## config.mk

```make
export PLATFORM = sky130hd
export DESIGN_NAME = psst_sleep_timer
export DESIGN_NICKNAME = d
export VERILOG_FILES = /design/src/verilog/psst_pkg.sv /design/src/verilog/psst_tick_sync.sv /design/src/verilog/psst_free_tick.sv /design/src/verilog/psst_sleep_timer.sv
export VERILOG_INCLUDE_DIRS = /design/src /design/src/verilog
export SDC_FILE = /design/constraint.sdc
export NUM_CORES = 1
export LEC_CHECK = 0
export BUFFER_PORTS_ARGS = -buffer_cell sky130_fd_sc_hd__buf_4
export CORE_UTILIZATION = 65
export CTS_CLUSTER_DIAMETER = 120
export DETAILED_ROUTE_END_ITERATION = 6
export PLACE_DENSITY = 0.91
export RECOVER_POWER = 25
export SYNTH_ARGS = -nofsm -noshare
export SYNTH_HDL_FRONTEND = slang
export SYNTH_HIERARCHICAL = 1
export SYNTH_SLANG_ARGS = --single-unit
export TNS_END_PERCENT = 5
```

## constraint.sdc

```tcl
create_clock -name SYS_CLK -period 3.75 [get_ports SYS_CLK]
set_input_delay 0.9375 -clock SYS_CLK [delete_from_list [all_inputs] [get_ports SYS_CLK]]
set_output_delay 0.9375 -clock SYS_CLK [all_outputs]
set_load 0.05 [all_outputs]
```

## src/verilog/psst_consts.svh

```systemverilog
// Register map, field positions, reset values and counts of the sleep timer
// What this block does
// - Settle phase before cycle end, count times 0.5ms
// - Settle count bits 7:4, unit 16 ticks
// - Sleep length decrements to zero, cycle ends
// - Sleep length 23 bits over three registers
// - Sleep length decrements once per crystal tick
// - Hold bit ignores counts, waits for host
// - 24-bit free tick counter on crystal clock
// - Free tick cleared only by reset
// - Free tick shown low, middle, high byte
// - Command bit starts cycle, self clears after
// - Completion sets done flag and interrupt unless a done clear write of 1 is still held
`ifndef PSST_CONSTS_SVH
`define PSST_CONSTS_SVH

// Register indices in the processor register space
`define PSST_ADDR_CTRL 4'h0
`define PSST_ADDR_SETTLE 4'h1
`define PSST_ADDR_LEN_LOW 4'h2
`define PSST_ADDR_LEN_MID 4'h3
`define PSST_ADDR_LEN_HIGH 4'h4
`define PSST_ADDR_TICK_LOW 4'h5
`define PSST_ADDR_TICK_MID 4'h6
`define PSST_ADDR_TICK_HIGH 4'h7

// Field positions
`define PSST_CTRL_CMD_BIT 4
`define PSST_CTRL_DONE_BIT 0
`define PSST_HOLD_BIT 7

// Reset values
`define PSST_SETTLE_RST 4'h0
`define PSST_LEN_RST 23'h000000
`define PSST_TICK_RST 24'h000000
`define PSST_RDATA_RST 8'h00

// Crystal ticks per settle unit (16 x 31.25 us = 0.5 ms)
`define PSST_SETTLE_UNIT_LOG2 4

`endif

```

## src/verilog/psst_pkg.sv

```systemverilog
// Types shared by the sleep timer modules
package psst_pkg;

  // Register port request from the embedded processor
  typedef struct packed {
    logic wr;
    logic rd;
    logic [3:0] addr;
    logic [7:0] wdata;
  } psst_reg_req_s;

  // Power-down sequencer states
  typedef enum logic [2:0] {
    PSST_IDLE,
    PSST_SLEEP,
    PSST_HOLD,
    PSST_SETTLE,
    PSST_FINISH
  } psst_state_e;

endpackage : psst_pkg

```

## src/verilog/psst_tick_sync.sv

```systemverilog
// Synchroniser and rising-edge tick for the low-speed crystal clock
`timescale 1ns/10ps
module psst_tick_sync (
  input wire logic clk,
  input wire logic rst_n,
  input wire logic async_in,
  output logic tick
);

  logic meta;
  logic sync;
  logic sync_d;
  logic next_tick;

  // Edge of the synchronised level, one cycle per crystal period
  always_comb begin
    next_tick = sync & ~sync_d;
  end

  // Two-stage synchroniser then edge history
  always_ff @(posedge clk) begin
    if (!rst_n) begin
      meta <= 1'b0;
      sync <= 1'b0;
      sync_d <= 1'b0;
      tick <= 1'b0;
    end else begin
      meta <= async_in;
      sync <= meta;
      sync_d <= sync;
      tick <= next_tick;
    end
  end

endmodule : psst_tick_sync

```

## src/verilog/psst_free_tick.sv

```systemverilog
// Free-running 24-bit crystal tick counter
`include "psst_consts.svh"
`timescale 1ns/10ps
module psst_free_tick (
  input wire logic clk,
  input wire logic rst_n,
  input wire logic tick,
  output logic [23:0] count
);

  logic [23:0] next_count;

  // Advance once per crystal period, wrap at the top
  always_comb begin
    next_count = count;
    if (tick) begin
      next_count = count + 24'h000001;
    end
  end

  // Only the reset input clears the count
  always_ff @(posedge clk) begin
    if (!rst_n) begin
      count <= `PSST_TICK_RST;
    end else begin
      count <= next_count;
    end
  end

endmodule : psst_free_tick

```

## src/verilog/psst_sleep_timer.sv

```systemverilog
// Power-down sleep timer: registers, sleep and settle counters, sequencer
`include "psst_consts.svh"
`timescale 1ns/10ps
module psst_sleep_timer (
  input wire logic SYS_CLK,
  input wire logic RST_N,
  input wire logic LOW_SPEED_CRYSTAL_CLOCK,
  input wire psst_pkg::psst_reg_req_s REG_REQ,
  input wire logic CARD_POWER_DOWN_REQUEST,
  input wire logic DISABLE_POWER_DOWN,
  output logic [7:0] REG_RDATA,
  output logic POWER_DOWN_DONE_IRQ,
  output logic MAIN_CLOCK_INPUT_BUF_EN,
  output logic SLEEPING
);

  logic tick;
  logic [23:0] free_running_tick;

  // Register state
  logic [3:0] power_up_settle_count;
  logic [22:0] sleep_length_count;
  logic hold_asleep_until_host;
  logic power_down_command;
  logic power_down_done_flag;
  logic done_clear_hold;
  logic [7:0] next_rdata;
  logic [3:0] next_settle;
  logic [22:0] next_length;
  logic next_hold;
  logic next_command;
  logic next_done;
  logic next_clear_hold;

  // Sequencer state
  psst_pkg::psst_state_e state;
  psst_pkg::psst_state_e next_state;
  logic [7:0] settle_left;
  logic [7:0] next_settle_left;
  logic next_buf_en;
  logic next_sleeping;
  logic next_irq;

  // Decoded writes
  logic wr_ctrl;
  logic wr_settle;
  logic wr_low;
  logic wr_mid;
  logic wr_high;
  logic finish;
  logic length_dec;

  psst_tick_sync u_tick_sync (
    .clk(SYS_CLK),
    .rst_n(RST_N),
    .async_in(LOW_SPEED_CRYSTAL_CLOCK),
    .tick(tick)
  );

  psst_free_tick u_free_tick (
    .clk(SYS_CLK),
    .rst_n(RST_N),
    .tick(tick),
    .count(free_running_tick)
  );

  // Address decode of processor writes
  always_comb begin
    wr_ctrl = REG_REQ.wr && (REG_REQ.addr == `PSST_ADDR_CTRL);
    wr_settle = REG_REQ.wr && (REG_REQ.addr == `PSST_ADDR_SETTLE);
    wr_low = REG_REQ.wr && (REG_REQ.addr == `PSST_ADDR_LEN_LOW);
    wr_mid = REG_REQ.wr && (REG_REQ.addr == `PSST_ADDR_LEN_MID);
    wr_high = REG_REQ.wr && (REG_REQ.addr == `PSST_ADDR_LEN_HIGH);
  end

  // Sequencer next state and counters
  always_comb begin
    next_state = state;
    next_settle_left = settle_left;
    next_buf_en = 1'b1;
    next_sleeping = 1'b0;
    finish = 1'b0;
    length_dec = 1'b0;
    case (state)
      psst_pkg::PSST_IDLE: begin
        if (power_down_command) begin
          next_sleeping = 1'b1;
          next_buf_en = 1'b0;
          if (hold_asleep_until_host) begin
            next_state = psst_pkg::PSST_HOLD;
          end else begin
            next_state = psst_pkg::PSST_SLEEP;
          end
        end
      end
      psst_pkg::PSST_SLEEP: begin
        next_sleeping = 1'b1;
        next_buf_en = 1'b0;
        if (sleep_length_count == 23'h000000) begin
          // Settle length in ticks: count x 16
          next_settle_left = {power_up_settle_count, 4'h0};
          next_state = psst_pkg::PSST_SETTLE;
          next_buf_en = 1'b1;
        end else if (tick) begin
          length_dec = 1'b1;
        end
      end
      psst_pkg::PSST_HOLD: begin
        next_sleeping = 1'b1;
        next_buf_en = 1'b0;
        // Counts ignored; only the host releases the device
        if (!CARD_POWER_DOWN_REQUEST || DISABLE_POWER_DOWN) begin
          next_state = psst_pkg::PSST_FINISH;
          next_buf_en = 1'b1;
        end
      end
      psst_pkg::PSST_SETTLE: begin
        next_sleeping = 1'b1;
        if (settle_left == 8'h00) begin
          next_state = psst_pkg::PSST_FINISH;
        end else if (tick) begin
          next_settle_left = settle_left - 8'h01;
        end
      end
      psst_pkg::PSST_FINISH: begin
        finish = 1'b1;
        next_state = psst_pkg::PSST_IDLE;
      end
      default: begin
        next_state = psst_pkg::PSST_IDLE;
      end
    endcase
  end

  // Sequencer registers
  always_ff @(posedge SYS_CLK) begin
    if (!RST_N) begin
      state <= psst_pkg::PSST_IDLE;
      settle_left <= 8'h00;
      MAIN_CLOCK_INPUT_BUF_EN <= 1'b1;
      SLEEPING <= 1'b0;
    end else begin
      state <= next_state;
      settle_left <= next_settle_left;
      MAIN_CLOCK_INPUT_BUF_EN <= next_buf_en;
      SLEEPING <= next_sleeping;
    end
  end

  // Register file next values
  always_comb begin
    next_settle = power_up_settle_count;
    next_length = sleep_length_count;
    next_hold = hold_asleep_until_host;
    next_command = power_down_command;
    next_done = power_down_done_flag;
    next_clear_hold = done_clear_hold;
    // Live decrement of the loaded length
    if (length_dec) begin
      next_length = sleep_length_count - 23'h000001;
    end
    // Upper nibble only; low nibble is reserved
    if (wr_settle) begin
      next_settle = REG_REQ.wdata[7:4];
    end
    // Processor writes take priority over the decrement
    if (wr_low) begin
      next_length[7:0] = REG_REQ.wdata;
    end
    if (wr_mid) begin
      next_length[15:8] = REG_REQ.wdata;
    end
    if (wr_high) begin
      next_length[22:16] = REG_REQ.wdata[6:0];
      next_hold = REG_REQ.wdata[`PSST_HOLD_BIT];
    end
    // Command set by writing 1, cleared by completion
    if (wr_ctrl && REG_REQ.wdata[`PSST_CTRL_CMD_BIT]) begin
      next_command = 1'b1;
    end
    if (finish) begin
      next_command = 1'b0;
    end
    // Done flag: write 1 clears and holds, write 0 releases
    if (wr_ctrl) begin
      next_clear_hold = REG_REQ.wdata[`PSST_CTRL_DONE_BIT];
    end
    if (next_clear_hold) begin
      next_done = 1'b0;
    end
    if (finish && !(done_clear_hold && next_clear_hold)) begin
      next_done = 1'b1;
    end
  end

  // Read mux, answered one cycle after the read strobe
  always_comb begin
    next_rdata = `PSST_RDATA_RST;
    if (REG_REQ.rd) begin
      case (REG_REQ.addr)
        `PSST_ADDR_CTRL: begin
          next_rdata[`PSST_CTRL_CMD_BIT] = power_down_command;
          next_rdata[`PSST_CTRL_DONE_BIT] = power_down_done_flag;
        end
        `PSST_ADDR_SETTLE: next_rdata = {power_up_settle_count, 4'h0};
        `PSST_ADDR_LEN_LOW: next_rdata = sleep_length_count[7:0];
        `PSST_ADDR_LEN_MID: next_rdata = sleep_length_count[15:8];
        `PSST_ADDR_LEN_HIGH: next_rdata = {hold_asleep_until_host, sleep_length_count[22:16]};
        `PSST_ADDR_TICK_LOW: next_rdata = free_running_tick[7:0];
        `PSST_ADDR_TICK_MID: next_rdata = free_running_tick[15:8];
        `PSST_ADDR_TICK_HIGH: next_rdata = free_running_tick[23:16];
        default: next_rdata = `PSST_RDATA_RST;
      endcase
    end
  end

  // Interrupt follows the done flag
  always_comb begin
    next_irq = next_done;
  end

  // Register file registers
  always_ff @(posedge SYS_CLK) begin
    if (!RST_N) begin
      power_up_settle_count <= `PSST_SETTLE_RST;
      sleep_length_count <= `PSST_LEN_RST;
      hold_asleep_until_host <= 1'b0;
      power_down_command <= 1'b0;
      power_down_done_flag <= 1'b0;
      done_clear_hold <= 1'b0;
      REG_RDATA <= `PSST_RDATA_RST;
      POWER_DOWN_DONE_IRQ <= 1'b0;
    end else begin
      power_up_settle_count <= next_settle;
      sleep_length_count <= next_length;
      hold_asleep_until_host <= next_hold;
      power_down_command <= next_command;
      power_down_done_flag <= next_done;
      done_clear_hold <= next_clear_hold;
      REG_RDATA <= next_rdata;
      POWER_DOWN_DONE_IRQ <= next_irq;
    end
  end

endmodule : psst_sleep_timer

```

# Word-level counts from Yosys, hierarchy flattened
# Cells that the tools add are included.
word_totals:
  ff_bits: 80
  output_inout_bits: 11
  wordCells: 97
op_classes:
  addsub: 3
  n_eq_ne: 17
  muxes: 31
  bitwise: 3
  reduce_logical: 25
ops:
  columns: ["cell", "n"]
  rows:
  - ["$mux W8", 5]
  - ["$add A24 B1 Y24 const B", 1]
  - ["$logic_not A23 Y1", 1]
  - ["$mux W23", 1]
  - ["$sub A23 B1 Y23 const B", 1]
  - ["$pmux W3 S7", 1]
  - ["$pmux W3 S6", 1]
  - ["$eq A4 B3 Y1 const B", 4]
  - ["$pmux W8 S2", 1]
  - ["$mux W3", 4]
  - ["$pmux W3 S4", 1]
  - ["$mux W1", 11]
  - ["$ne A2 B2 Y1 const B", 5]
  - ["$reduce_bool A2 Y1", 5]
  - ["$eq A4 B2 Y1 const B", 2]
  - ["$logic_and A1 B1 Y1", 8]
  - ["$logic_not A8 Y1", 1]
  - ["$pmux W1 S8", 1]
  - ["$reduce_and A4 Y1", 2]
  - ["$sub A8 B1 Y8 const B", 1]
  - ["$mux W7", 1]
  - ["$pmux W1 S7", 1]
  - ["$eq A3 B2 Y1 const B", 2]
  - ["$eq A4 B1 Y1 const B", 1]
  - ["15 further kinds", 17]

# Logic depth before layout (Yosys ltp)
# Gate-level depths: netlist of run 1.
logic_depth:
  ltp_word: 7
  depth_mapped: 8
  mapped_depth_nobuf: 7

# Hierarchy
# The synthesis of run 1 kept the hierarchy.
by_module_without_submodules:
  columns: ["module", "instances", "cells_per_inst", "area_per_inst_um2", "seq_area_each_um2"]
  rows:
  - ["psst_sleep_timer", 1, 376, 3109.2, 1041.0]
  - ["psst_free_tick", 1, 124, 1087.3, 480.5]
  - ["psst_tick_sync", 1, 8, 111.4, 80.1]

# Least setup slack after synthesis of run 1
# No wires, ideal clock.
synth_path:
  kind: "input to register"
  start: "input REG_REQ[10] (netlist bit)"
  end: "register sleep_length_count[0]"
  arrival_time_ns: 2.238
  required_ns: 3.618
  slack_ns: 1.380
  path_stages: 7
  path_buffers: 2
  cell_sequence: "clkbuf_1 -> nor3b_1 -> nor2b_1 -> nand2_1 -> clkbuf_1 -> o21ai_0 -> a21oi_1"
synth_via:
  elab_chain_cells: 3
  word_cells_on_any_way: 4
synth_lines:
  columns: ["item", "line_no", "source"]
  rows:
  - ["start, declared", "psst_sleep_timer.sv:8", "input wire psst_pkg::psst_reg_req_s REG_REQ,"]
  - ["$eq A4 B2 Y1 (*)", null, null]
  - ["$logic_and A1 B1 Y1 (*)", "psst_sleep_timer.sv:71", "wr_low = REG_REQ.wr && (REG_REQ.addr == `PSST_ADDR_LEN_LOW);"]
  - ["$mux W8 / $reduce_bool A2 Y1 (equally long branches)", null, null]
  - ["end signal, assigned", "psst_sleep_timer.sv:226", "sleep_length_count <= `PSST_LEN_RST;"]
  - ["end signal, assigned", "psst_sleep_timer.sv:235", "sleep_length_count <= next_length;"]
  - ["end, declared", "psst_sleep_timer.sv:22", "logic [22:0] sleep_length_count;"]
# Every way passes the cells marked *; elsewhere a longest branch is shown, timed or not.
# A chain may end at the register's enable or synchronous reset.

# Worst setup path in the final report of run 1
layout_path:
  start: "input REG_REQ[9] (netlist bit)"
  end: "register sleep_length_count[0]"
# The elaborated chain is that of the path after synthesis.

==> results.tsv, run 1 <==
stage	metric	value	unit
global_route	grt_pass1_wl	18800	um
cts	root_buffer	clkbuf_8	
floorplanning	pin_count	30	
pwr	switching_share	24.0	%
floorplanning	std_cell_rows	29	
sta	slew_violations	0	
yosys	synth_edf_count	0	
drt	top_layer	met4	
global_route	antenna_found_initial	0	
cts	htreeDepth	3	
drt	wl_per_cell	19.2	um
floorplanning	initial_core_util	67.5	%
floorplanning	dieArea	6960	sq um
cts	cts_tree	built	
drt	drt-met1-wl	4500	um
drt	vias	4275	
sta	layout_min_cycle_time	2.79	ns
yosys	postSynth.asyncResetShare	0	%
cts	clock-sinks	80	
drt	drtIter0Drc	533	
pwr	p_sw	417	uW
final_layout	multiInputGateArea	2540	sq um
global_route	grtUsageTotal	34.0	%
floorplanning	die_h	83.4	um
yosys	syn-num-nets	531	
final_layout	fin_nets	545	
pwr	combPwrFrac	8.6	%
yosys	synth.top_cell.area_share	37.2	%
pwr	internal_power	1320	uW
drt	firstDrtPassIters	5	
yosys	postSynthRegisterBits	80	
final_layout	seq_area	1600	sq um
sta	rsz0062_at_grt	false	
pwr	pwr_density_cell	367	nW/um^2
yosys	yosysTopAreaCell	dfxtp_1	
setup_path	crit_fanout	22	
final_layout	layout-drive-gt1-share	11.6	%
global_route	overflow	0	
sta	max_freq	0.358	GHz
setup_path	crit_arrival	3.02	ns
worst_hold_path	worstHoldPathType	register to register	
pwr	peakVddDrop	263	uV
sta	finalCritPeriodShare	74.5	%
yosys	yosys-top-cells-area	dfxtp_1 (37%), o21ai_0 (4.9%), a21oi_1 (4.0%), nor2_1 (3.7%), xor2_1 (2.4%)	
drt	ant_nets	0	
setup_path	reg2reg_depth	5	
cts	cts_buffers	9	
pwr	power_frac_seq	50.4	%
drt	wl_met2	5270	um
cts	clk_latency	0.36	ns
yosys	synth.avg_cell_area	8.48	sq um
setup_path	end_kind	register	
yosys	yosysSeqAreaShare	37.2	%
cts	cts_setup_buffers	0	
cts	clkTransAtPathRegs	0.07	ns
cts	ctsHoldBuffers	0	
sta	whs	0.472	ns
run	maxCapViolCount	0	
drt	post_drt_via_cell_ratio	7.09	
setup_path	crit_start	REG_REQ[9]	
drt	remaining_drc_errors	0	
worst_hold_path	min_to	u_tick_sync/sync	
sta	finClkSkew	0.00866	ns
setup_path	critPathKind	input pin to register	
setup_path	rr_endpoint	sleep_length_count[1]	
worst_hold_path	hold_depth	1	
pwr	power.total	1730	uW
yosys	netlist-cell-type-count	70	
sta	fin_setup_tns	0	ns
cts	clockBufferDepth	2	
yosys	synthesis.area	4310	sq um
sta	hold_viol	0	
final_layout	final_core_util	73.9	%
placement	dp_hpwl	7990	um
global_route	grt_max_degree	42	
sta	setup_violations	0	
sta	max_slew_margin	42.0	%
placement	dp.cells	588	
cts	cts_resized	0	
pwr	cellLeakagePower	0.00164	uW
final_layout	area_growth	9.58	%
setup_path	crit_path_start_kind	input pin	
worst_hold_path	min-delay-start	u_tick_sync/meta	
setup_path	rrSetupSlack	1.19	ns
setup_path	worstPathRequired	3.98	ns
drt	wl_met3	1180	um
floorplanning	core_area	6390	sq um
final_layout	nFillCells	482	
setup_path	rr_startpoint	sleep_length_count[18]	
global_route	grt_pass1_vias	3977	
drt	wl	11600	um
yosys	yosysWarnings	6	
sta	tightest_slew	0.871	ns
yosys	syn_inst	508	
placement	gp_congestion	0.898	
yosys	synth_flop_cell	dfxtp_1	
pwr	pwr-share-clk	41.0	%
placement	io_buffers	29	
outcome	status	completed	
final_layout	antennaDiodeCount	0	
final_layout	final_cells	603	
floorplanning	die_x	83.4	um
==> Yosys cell counts, types with 6 or more instances <==
master,n
dfxtp_1,80
nor2_1,42
o21ai_0,42
a21oi_1,34
nand2_1,26
clkbuf_1,20
nand3_1,17
a31oi_1,15
nor3_1,15
nand4_1,13
inv_1,12
xor2_1,12
or4_1,11
xnor2_1,11
mux2i_1,10
o31ai_1,9
or3_1,9
a22oi_1,8
nor2b_1,8
nand3b_1,6
nor4_1,6
==> flip-flops by register name, indices dropped and copies added, names as in the netlist, 3 cells and up <==
signal                 flops
REG_RDATA                  8
power_up_settle_count      4
settle_left                8
sleep_length_count        23
state                      3
u_free_tick/count         24
==> through the flow <==
stage	worst slack, ns	area [sq um]
finish	0.957	4720
floorplan	1.38	4310
CTS	1.28	4730
global placement	1.18	4510
detailed placement	0.999	4510
global route	0.673	4720
==> per-layer routing <==
metal / global-route usage, % / up-vias
met1: 41.7 / 1961
li1: - / 1950
met3: 6.36 / 62
met4: 24.5 / 0
met5: 0 / -
met2: 53.7 / 302
==> power by group through the flow <==
stage / sequential, uW / clock [uW] / combinational (uW)
3_5_place_dp: 892 / 0 / 143
3_3_place_gp: 892 / 0 / 138
4_1_cts: 872 / 714 / 145
6_report: 873 / 711 / 149
2_1_floorplan: 887 / 0 / 95.9
5_1_grt: 874 / 747 / 159
==> worst max-delay path by stage <==
stage	cells after the start	slack [ns]	end
after CTS	5	1.28	sleep_length_count[1]
after floorplan	7	1.38	sleep_length_count[0]
after global routing	6	0.67	sleep_length_count[6]
after detailed placement	5	1.0	sleep_length_count[15]
after global placement	6	1.18	sleep_length_count[4]
final	6	0.96	sleep_length_count[0]
==> final cells by class <==
| class | count | area share, % |
|---|---|---|
| Clock buffer | 12 | 3.29 |
| Clock inverter | 3 | 1.38 |
| Multi-Input combinational cell | 388 | 53.7 |
| Inverter | 12 | 0.954 |
| Tap cell | 77 | 2.04 |
| Sequential cell | 80 | 33.9 |
| Timing Repair Buffer | 31 | 4.69 |
==> cell families (layout without fill, tap and decap cells) <==
logic type | after synthesis | in the layout | synth area share (%)
multiplexers | 17 | 17 | 4.68
buffers and inverters | 40 | 58 | 3.95
AO/OA/AOI/OAI | 154 | 154 | 22.7
AND/OR/NAND/NOR | 190 | 190 | 25.6
flip-flops | 80 | 80 | 37.2
adder cells (fa/ha/maj) | 4 | 4 | 1.16
XOR/XNOR | 23 | 23 | 4.68
==> placed cells by master, fill, tap and decap left out, types with 13 or more instances in the layout <==
cell      n
nand3_1  17
nand4_1  13
nand2_1  26
a21oi_1  34
nor3_1   15
buf_4    28
a31oi_1  15
dfxtp_1  80
nor2_1   42
o21ai_0  42
==> critical path, cell delays in order <==
cell and delay [ns]:
clkbuf_1 0.63, nor3b_1 0.39, nor2b_1 0.35, nand2_1 0.36
o21ai_0 0.28, a21oi_1 0.07
Power figures use the tool's default switching activity.
==> run 2, diff against run 1 <==
- ABC_AREA: unset -> 1
- CORE_UTILIZATION: 65 -> 55
- PLACE_DENSITY: 0.91 -> 0.82
- clock period: 3.75 -> 2.25 ns (I/O delays scaled with it)
==> run 2 against run 1 <==
Compared with the run above:
- count of clock-buffer cells in the layout down 1
- clock skew up 0.0013 ns
- via count grew 17%
- sequential cell count is the same
- highest routed layer unchanged
- critical path depth shrank 2
- synthesized cell count is 46% higher
- non-clock buffer count rose by 7
- combinational power rose to 7.7 times the previous value
- hold slack worse by 0.10 ns
- cell count increased by 48%
- total power increased by 120%
==> results.tsv, run 2 <==
stage	metric	value	unit	change
pwr	peakVddDrop	722	uV	+170%
floorplanning	initial_core_util	57.3	%	-10 points
setup_path	rrSetupSlack	0.33	ns	-0.86 ns
setup_path	critPathKind	input pin to register		
global_route	overflow	0		unchanged
sta	max_slew_margin	32.0	%	-10 points
sta	finalCritPeriodShare	85.9	%	
drt	wl	13200	um	+14%
floorplanning	core_area	8260	sq um	+29%
floorplanning	pin_count	30		unchanged
pwr	combPwrFrac	29.4	%	+21 points
drt	vias	4987		+17%
floorplanning	dieArea	8970	sq um	+29%
setup_path	rr_startpoint	sleep_length_count[1]		
cts	cts_setup_buffers	0		unchanged
yosys	yosysSeqAreaShare	33.9	%	-3.3 points
sta	layout_min_cycle_time	1.93	ns	
pwr	pwr_density_cell	732	nW/um^2	+99%
cts	root_buffer	clkbuf_8		
drt	remaining_drc_errors	0		unchanged
global_route	grtUsageTotal	31.8	%	-2.2 points
final_layout	seq_area	1600	sq um	unchanged
setup_path	rr_endpoint	sleep_length_count[18]		
yosys	synthesis.area	4730	sq um	+9.8%
outcome	status	completed		
global_route	grt_max_degree	25		-40%
sta	finClkSkew	0.0100	ns	+0.00135 ns
final_layout	final_area	5310	sq um	+13%
pwr	p_sw	1400	uW	+240%
floorplanning	die_x	94.7	um	+14%
cts	ctsHoldBuffers	0		unchanged
drt	firstDrtPassIters	7		+2
final_layout	layout-drive-gt1-share	12.8	%	+1.2 points
yosys	yosys-top-cells-area	dfxtp_1 (34%), nand2_1 (16%), nor2_1 (8.0%), inv_1 (6.8%), a21oi_1 (6.4%)		
pwr	internal_power	2480	uW	+88%
setup_path	crit_fanout	24		+9.1%
pwr	pwr-share-clk	29.7	%	-11 points
final_layout	nFillCells	769		+60%
yosys	postSynthRegisterBits	80		unchanged
setup_path	slowest_stage	clkbuf_1		
global_route	grt_pass1_vias	4588		+15%
cts	htreeDepth	3		unchanged
setup_path	crit_start	RST_N		
setup_path	reg2reg_depth	10		+5
setup_path	path_buf_inv	3		+2
final_layout	regMostFlops	u_free_tick/count		
setup_path	crit_family	buffers and inverters		
cts	clockBufferDepth	2		unchanged
floorplanning	die_h	94.7	um	+14%
final_layout	area_growth	12.3	%	
yosys	yosysTopAreaCell	dfxtp_1		
drt	ant_nets	0		unchanged
cts	cts_resized	0		unchanged
setup_path	crit_path_end	sleep_length_count[18]		
final_layout	final_cell_mix	nand2_1 (200), nor2_1 (101), inv_1 (86)		
final_layout	reg_top3	u_free_tick/count x24, sleep_length_count x23		
sta	max_freq	0.518	GHz	
run	maxCapViolCount	0		unchanged
drt	post_drt_via_cell_ratio	5.58		-21%
yosys	synth.top_cell.area_share	33.9	%	-3.3 points
yosys	syn_inst	743		+46%
drt	drtIter0Drc	458		-14%
cts	clkTransAtPathRegs	0.09	ns	+0.02 ns
yosys	postSynth.asyncResetShare	0	%	unchanged
placement	gp_congestion	0.955		+6.4%
sta	rsz0062_at_grt	false		
setup_path	crit_cells	4		-2
cts	clock-sinks	80		unchanged
final_layout	fin_nets	806		+48%
final_layout	layout_commonest_cell	nand2_1		
sta	tightest_slew	1.02	ns	+0.150 ns
placement	dp_hpwl	10100	um	+27%
pwr	switching_share	36.2	%	+12 points
cts	cts_tree	built		
yosys	netlist-cell-type-count	36		-49%
final_layout	multiInputGateArea	2740	sq um	+7.9%
yosys	synth.top_cells.by_count	nand2_1 (200), nor2_1 (101), inv_1 (86), dfxtp_1 (80), a21oi_1 (60)		
sta	hold_viol	0		unchanged
sta	fin_setup_tns	0	ns	unchanged
yosys	synth.avg_cell_area	6.36	sq um	-25%
setup_path	cp_slowest_stage_delay	0.74	ns	+0.11 ns
worst_hold_path	worstHoldPathType	input pin to register		
setup_path	crit_arrival	2.23	ns	-0.79 ns
global_route	grt_pass1_wl	21900	um	+16%
final_layout	antennaDiodeCount	0		unchanged
sta	setup_violations	0		unchanged
yosys	synth_edf_count	0		unchanged
final_layout	largest_reg_flops	24		unchanged
yosys	syn-num-nets	766		+44%
pwr	cellLeakagePower	0.00235	uW	+43%
floorplanning	std_cell_rows	33		+14%
placement	io_buffers	29		unchanged
drt	wl_per_cell	14.8	um	-23%
placement	dpl_cell_area	5110	sq um	+13%
yosys	yosysWarnings	6		unchanged
setup_path	worstPathRequired	2.55	ns	-1.43 ns
cts	clk_latency	0.37	ns	about the same
cts	cts_buffers	9		unchanged
setup_path	path_cells	clkbuf_1 -> inv_1 -> clkbuf_2 -> a21oi_1		
global_route	antenna_found_initial	0		unchanged
yosys	synth_flop_cell	dfxtp_1		
yosys	synth_most_common_cell	nand2_1		
pwr	power.total	3890	uW	+120%
setup_path	end_kind	register		
sta	slew_violations	0		unchanged
setup_path	crit_path_start_kind	input pin		
pwr	power_frac_seq	40.9	%	-9.5 points
## run 2: stage by stage
stage / setup slack, ns / std cells / util, % / hold slack [ns]
after global routing: 0.108 / 893 / 64.3 / 0.358
after floorplan: 0.619 / 743 / - / 0.384
final: 0.318 / 893 / 64.3 / 0.367
after global placement: 0.323 / 877 / 61.8 / 0.390
after CTS: 0.349 / 893 / 64.4 / 0.361
after detailed placement: 0.265 / 877 / 61.8 / 0.394
## run 2: logic make-up after synthesis
kind of cell	synth area share, %
xor gates and xnor gates	1.11
DFF	33.9
adders and majority gates	1.06
buffers and inverters	8.26
AOI/OAI and AO/OA	15.8
and+or+nand+nor	39.9
## run 2: layout make-up
type / instances / share of cell area [%]
flip-flops and latches: 80 / 30.2
multi-input cells: 561 / 51.5
repair buffers: 38 / 5.21
inverters: 93 / 6.62
well taps: 105 / 2.47
clock buffers: 11 / 2.85
clock inverters: 5 / 1.18
## run 2: power by group through the flow
| stage | clock, uW | sequential (uW) | combinational [uW] |
|---|---|---|---|
| final | 1150 | 1590 | 1140 |
| after CTS | 1170 | 1590 | 1130 |
| after global placement | 0 | 1620 | 1090 |
| after floorplan | 0 | 1660 | 796 |
| after global routing | 1220 | 1600 | 1290 |
| after detailed placement | 0 | 1620 | 1120 |
## run 2: per-layer routing
layer,global-route usage (%),vias up,share of wire [%]
met5,0,-,0
met4,13.4,0,2.2
met3,6.60,29,7.7
met2,50.5,192,45
met1,41.8,2277,45
li1,-,2489,-
## run 2: worst min path at each step
stage                                 start          endpoint  depth (start not counted)
finish              LOW_SPEED_CRYSTAL_CLOCK  u_tick_sync/meta                          3
global route        LOW_SPEED_CRYSTAL_CLOCK  u_tick_sync/meta                          3
CTS                 LOW_SPEED_CRYSTAL_CLOCK  u_tick_sync/meta                          3
detailed placement       u_tick_sync/sync_d  u_tick_sync/tick                          1
global placement         u_tick_sync/sync_d  u_tick_sync/tick                          1
floorplan                u_tick_sync/sync_d  u_tick_sync/tick                          1
## run 2: tightest hold or removal path, stage by stage
cell	delay (ns)
buf_4	0.08
nand2_1	0.04
inv_1	0.04
==> run 3, diff against run 2 <==
- CORE_UTILIZATION: 55 -> 40
- PLACE_DENSITY: 0.82 -> 0.65
==> run 3 against run 2 <==
Compared with the run above:
- count of clock-buffer cells in the layout increased by 1
- clock power is 30% higher
- largest power group unchanged
- utilization shrank 17 points
- combinational power is essentially flat
- highest routed layer unchanged
- design area increased by 1.8%
- die area grew 37%
- critical path type unchanged
==> results.tsv, run 3 (same netlist as run 2, synthesis figures left out) <==
stage	metric	value	unit	change
cts	cts_resized	0		unchanged
setup_path	rr_endpoint	sleep_length_count[14]		
cts	clkTransAtPathRegs	0.06	ns	-0.03 ns
cts	clock-sinks	80		unchanged
cts	cts_setup_buffers	0		unchanged
worst_hold_path	min-delay-start	LOW_SPEED_CRYSTAL_CLOCK		
placement	dp.cells	914		+4.2%
run	maxCapViolCount	0		unchanged
setup_path	path_cells	clkbuf_2 -> clkbuf_1 -> inv_1 -> a21oi_1 -> o21a_1		
placement	dp_hpwl	10600	um	+4.3%
global_route	gr-usage-met1	32.8	%	-9.0 points
final_layout	layout-drive-gt1-share	11.7	%	-1.1 points
sta	finalCritPeriodShare	89.0	%	+3.1 points
drt	wl	13900	um	+4.9%
setup_path	rr_startpoint	sleep_length_count[0]		
setup_path	crit_fanout	24		unchanged
final_layout	regMostFlops	u_free_tick/count		
sta	layout_min_cycle_time	2.00	ns	+0.0708 ns
sta	tightest_slew	0.942	ns	-0.0787 ns
drt	wl_per_cell	14.9	um	+0.80%
worst_hold_path	worstHoldPathType	input pin to register		
sta	max_freq	0.499	GHz	-3.5%
cts	clockBufferDepth	2		unchanged
cts	ctsHoldBuffers	0		unchanged
pwr	power.total	4210	uW	+8.3%
final_layout	final_core_util	47.2	%	-17 points
setup_path	end_kind	register		
global_route	antenna_found_initial	0		unchanged
setup_path	crit_path_start_kind	input pin		
placement	dpl_cell_area	5150	sq um	+0.78%
setup_path	worstPathRequired	2.55	ns	about the same
floorplanning	initial_core_util	41.2	%	-16 points
cts	cts_tree	built		
global_route	grt_use_met3	5.36	%	-1.2 points
outcome	status	completed		
drt	firstDrtPassIters	5		-2
placement	io_buffers	29		unchanged
drt	ant_nets	0		unchanged
floorplanning	core_area	11500	sq um	+39%
placement	gp_congestion	0.948		-0.73%
sta	setup_violations	0		unchanged
setup_path	rrSetupSlack	0.35	ns	+0.02 ns
final_layout	largest_reg_flops	24		unchanged
pwr	peakVddDrop	555	uV	-23%
cts	clk_latency	0.35	ns	-0.02 ns
global_route	grt_pass1_vias	4468		-2.6%
drt	vias	4916		-1.4%
drt	drtIter0Drc	421		-8.1%
final_layout	fin_nets	805		-0.12%
setup_path	reg2reg_depth	10		unchanged
sta	fin_setup_tns	0	ns	unchanged
sta	hold_viol	0		unchanged
floorplanning	die_h	111	um	+17%
global_route	met2_usage	34.7	%	-16 points
final_layout	layout_commonest_cell	nand2_1		
setup_path	cp_slowest_stage_delay	0.76	ns	+0.02 ns
cts	root_buffer	clkbuf_16		
global_route	grt_max_degree	25		unchanged
sta	max_slew_margin	37.2	%	+5.2 points
setup_path	crit_path_end	u_free_tick/count[4]		
final_layout	antennaDiodeCount	0		unchanged
global_route	busiest_layer	met2		
pwr	pwr_density_cell	778	nW/um^2	+6.3%
final_layout	final_area	5410	sq um	+1.8%
floorplanning	dieArea	12300	sq um	+37%
floorplanning	die_x	111	um	+17%
global_route	grt_pass1_wl	22500	um	+2.9%
setup_path	crit_start	RST_N		
global_route	overflow	0		unchanged
setup_path	crit_arrival	2.30	ns	+0.07 ns
setup_path	critPathKind	input pin to register		
sta	slew_violations	0		unchanged
drt	remaining_drc_errors	0		unchanged
final_layout	reg_top3	u_free_tick/count x24, sleep_length_count x23		
pwr	cellLeakagePower	0.00238	uW	+1.2%
cts	cts_buffers	9		unchanged
floorplanning	pin_count	30		unchanged
sta	finClkSkew	0.00920	ns	-0.000807 ns
final_layout	final_cells	929		+4.0%
sta	rsz0062_at_grt	false		
floorplanning	std_cell_rows	39		+18%
final_layout	area_growth	14.4	%	
final_layout	final_cell_mix	nand2_1 (201), nor2_1 (103), inv_1 (86)		
drt	post_drt_via_cell_ratio	5.29		-5.2%
cts	htreeDepth	3		unchanged
setup_path	slowest_stage	clkbuf_1		
global_route	grtUsageTotal	23.4	%	-8.5 points
run 3: changes by cell type in the layout (fill, tap and decap cells not counted), moves of 2 or more:
| cell | delta |
|---|---|
| clkbuf_1 | +3 |
| clkbuf_16 | +9 |
| nor2_1 | +2 |
| clkbuf_8 | -10 |
run 3: critical path, delay by kind of cell:
| kind | cells | cell delay [ns] |
|---|---|---|
| buffers and inverters | 3 | 1.41 |
| AO/OA/AOI/OAI | 2 | 0.31 |
run 3: how the worst min path moves through the flow:
stage                             endpoint  slack (ns)  cells after the start
final                     u_tick_sync/meta        0.39                      3
after global routing      u_tick_sync/meta        0.39                      3
after CTS                 u_tick_sync/meta        0.38                      3
after detailed placement  u_tick_sync/tick        0.39                      1
after global placement    u_tick_sync/tick        0.39                      1
after floorplan           u_tick_sync/tick        0.38                      1
run 3: final cells by class:
cell class / count / area (sq um)
Clock inverter: 3 / 42.5
Sequential cell: 80 / 1600
Fill cell: 1180 / 6060
Inverter: 93 / 352
Multi-Input combinational cell: 561 / 2720
Tap cell: 143 / 179
Timing Repair Buffer: 37 / 268
Clock buffer: 12 / 246
run 3: power by group:
part	leakage, uW	total, uW	switching, uW	internal, uW
clock network	0.000139	1490	603	883
logic	0.00159	1130	742	389
registers	0.000647	1590	76.7	1510
run 3: routing by layer:
layer  up-vias  part of all wire (%)
met2       174                    43
met4         0                   2.1
li1       2480                     -
met3        22                   8.0
met1      2240                    47
met5         -                     0
run 3: stage by stage:
| step | setup WS (ns) | hold slack (ns) |
|---|---|---|
| final | 0.247 | 0.390 |
| after global routing | 0.0845 | 0.390 |
| after CTS | 0.377 | 0.380 |
| after detailed placement | 0.116 | 0.394 |
| after global placement | 0.0959 | 0.388 |
| after floorplan | 0.619 | 0.384 |
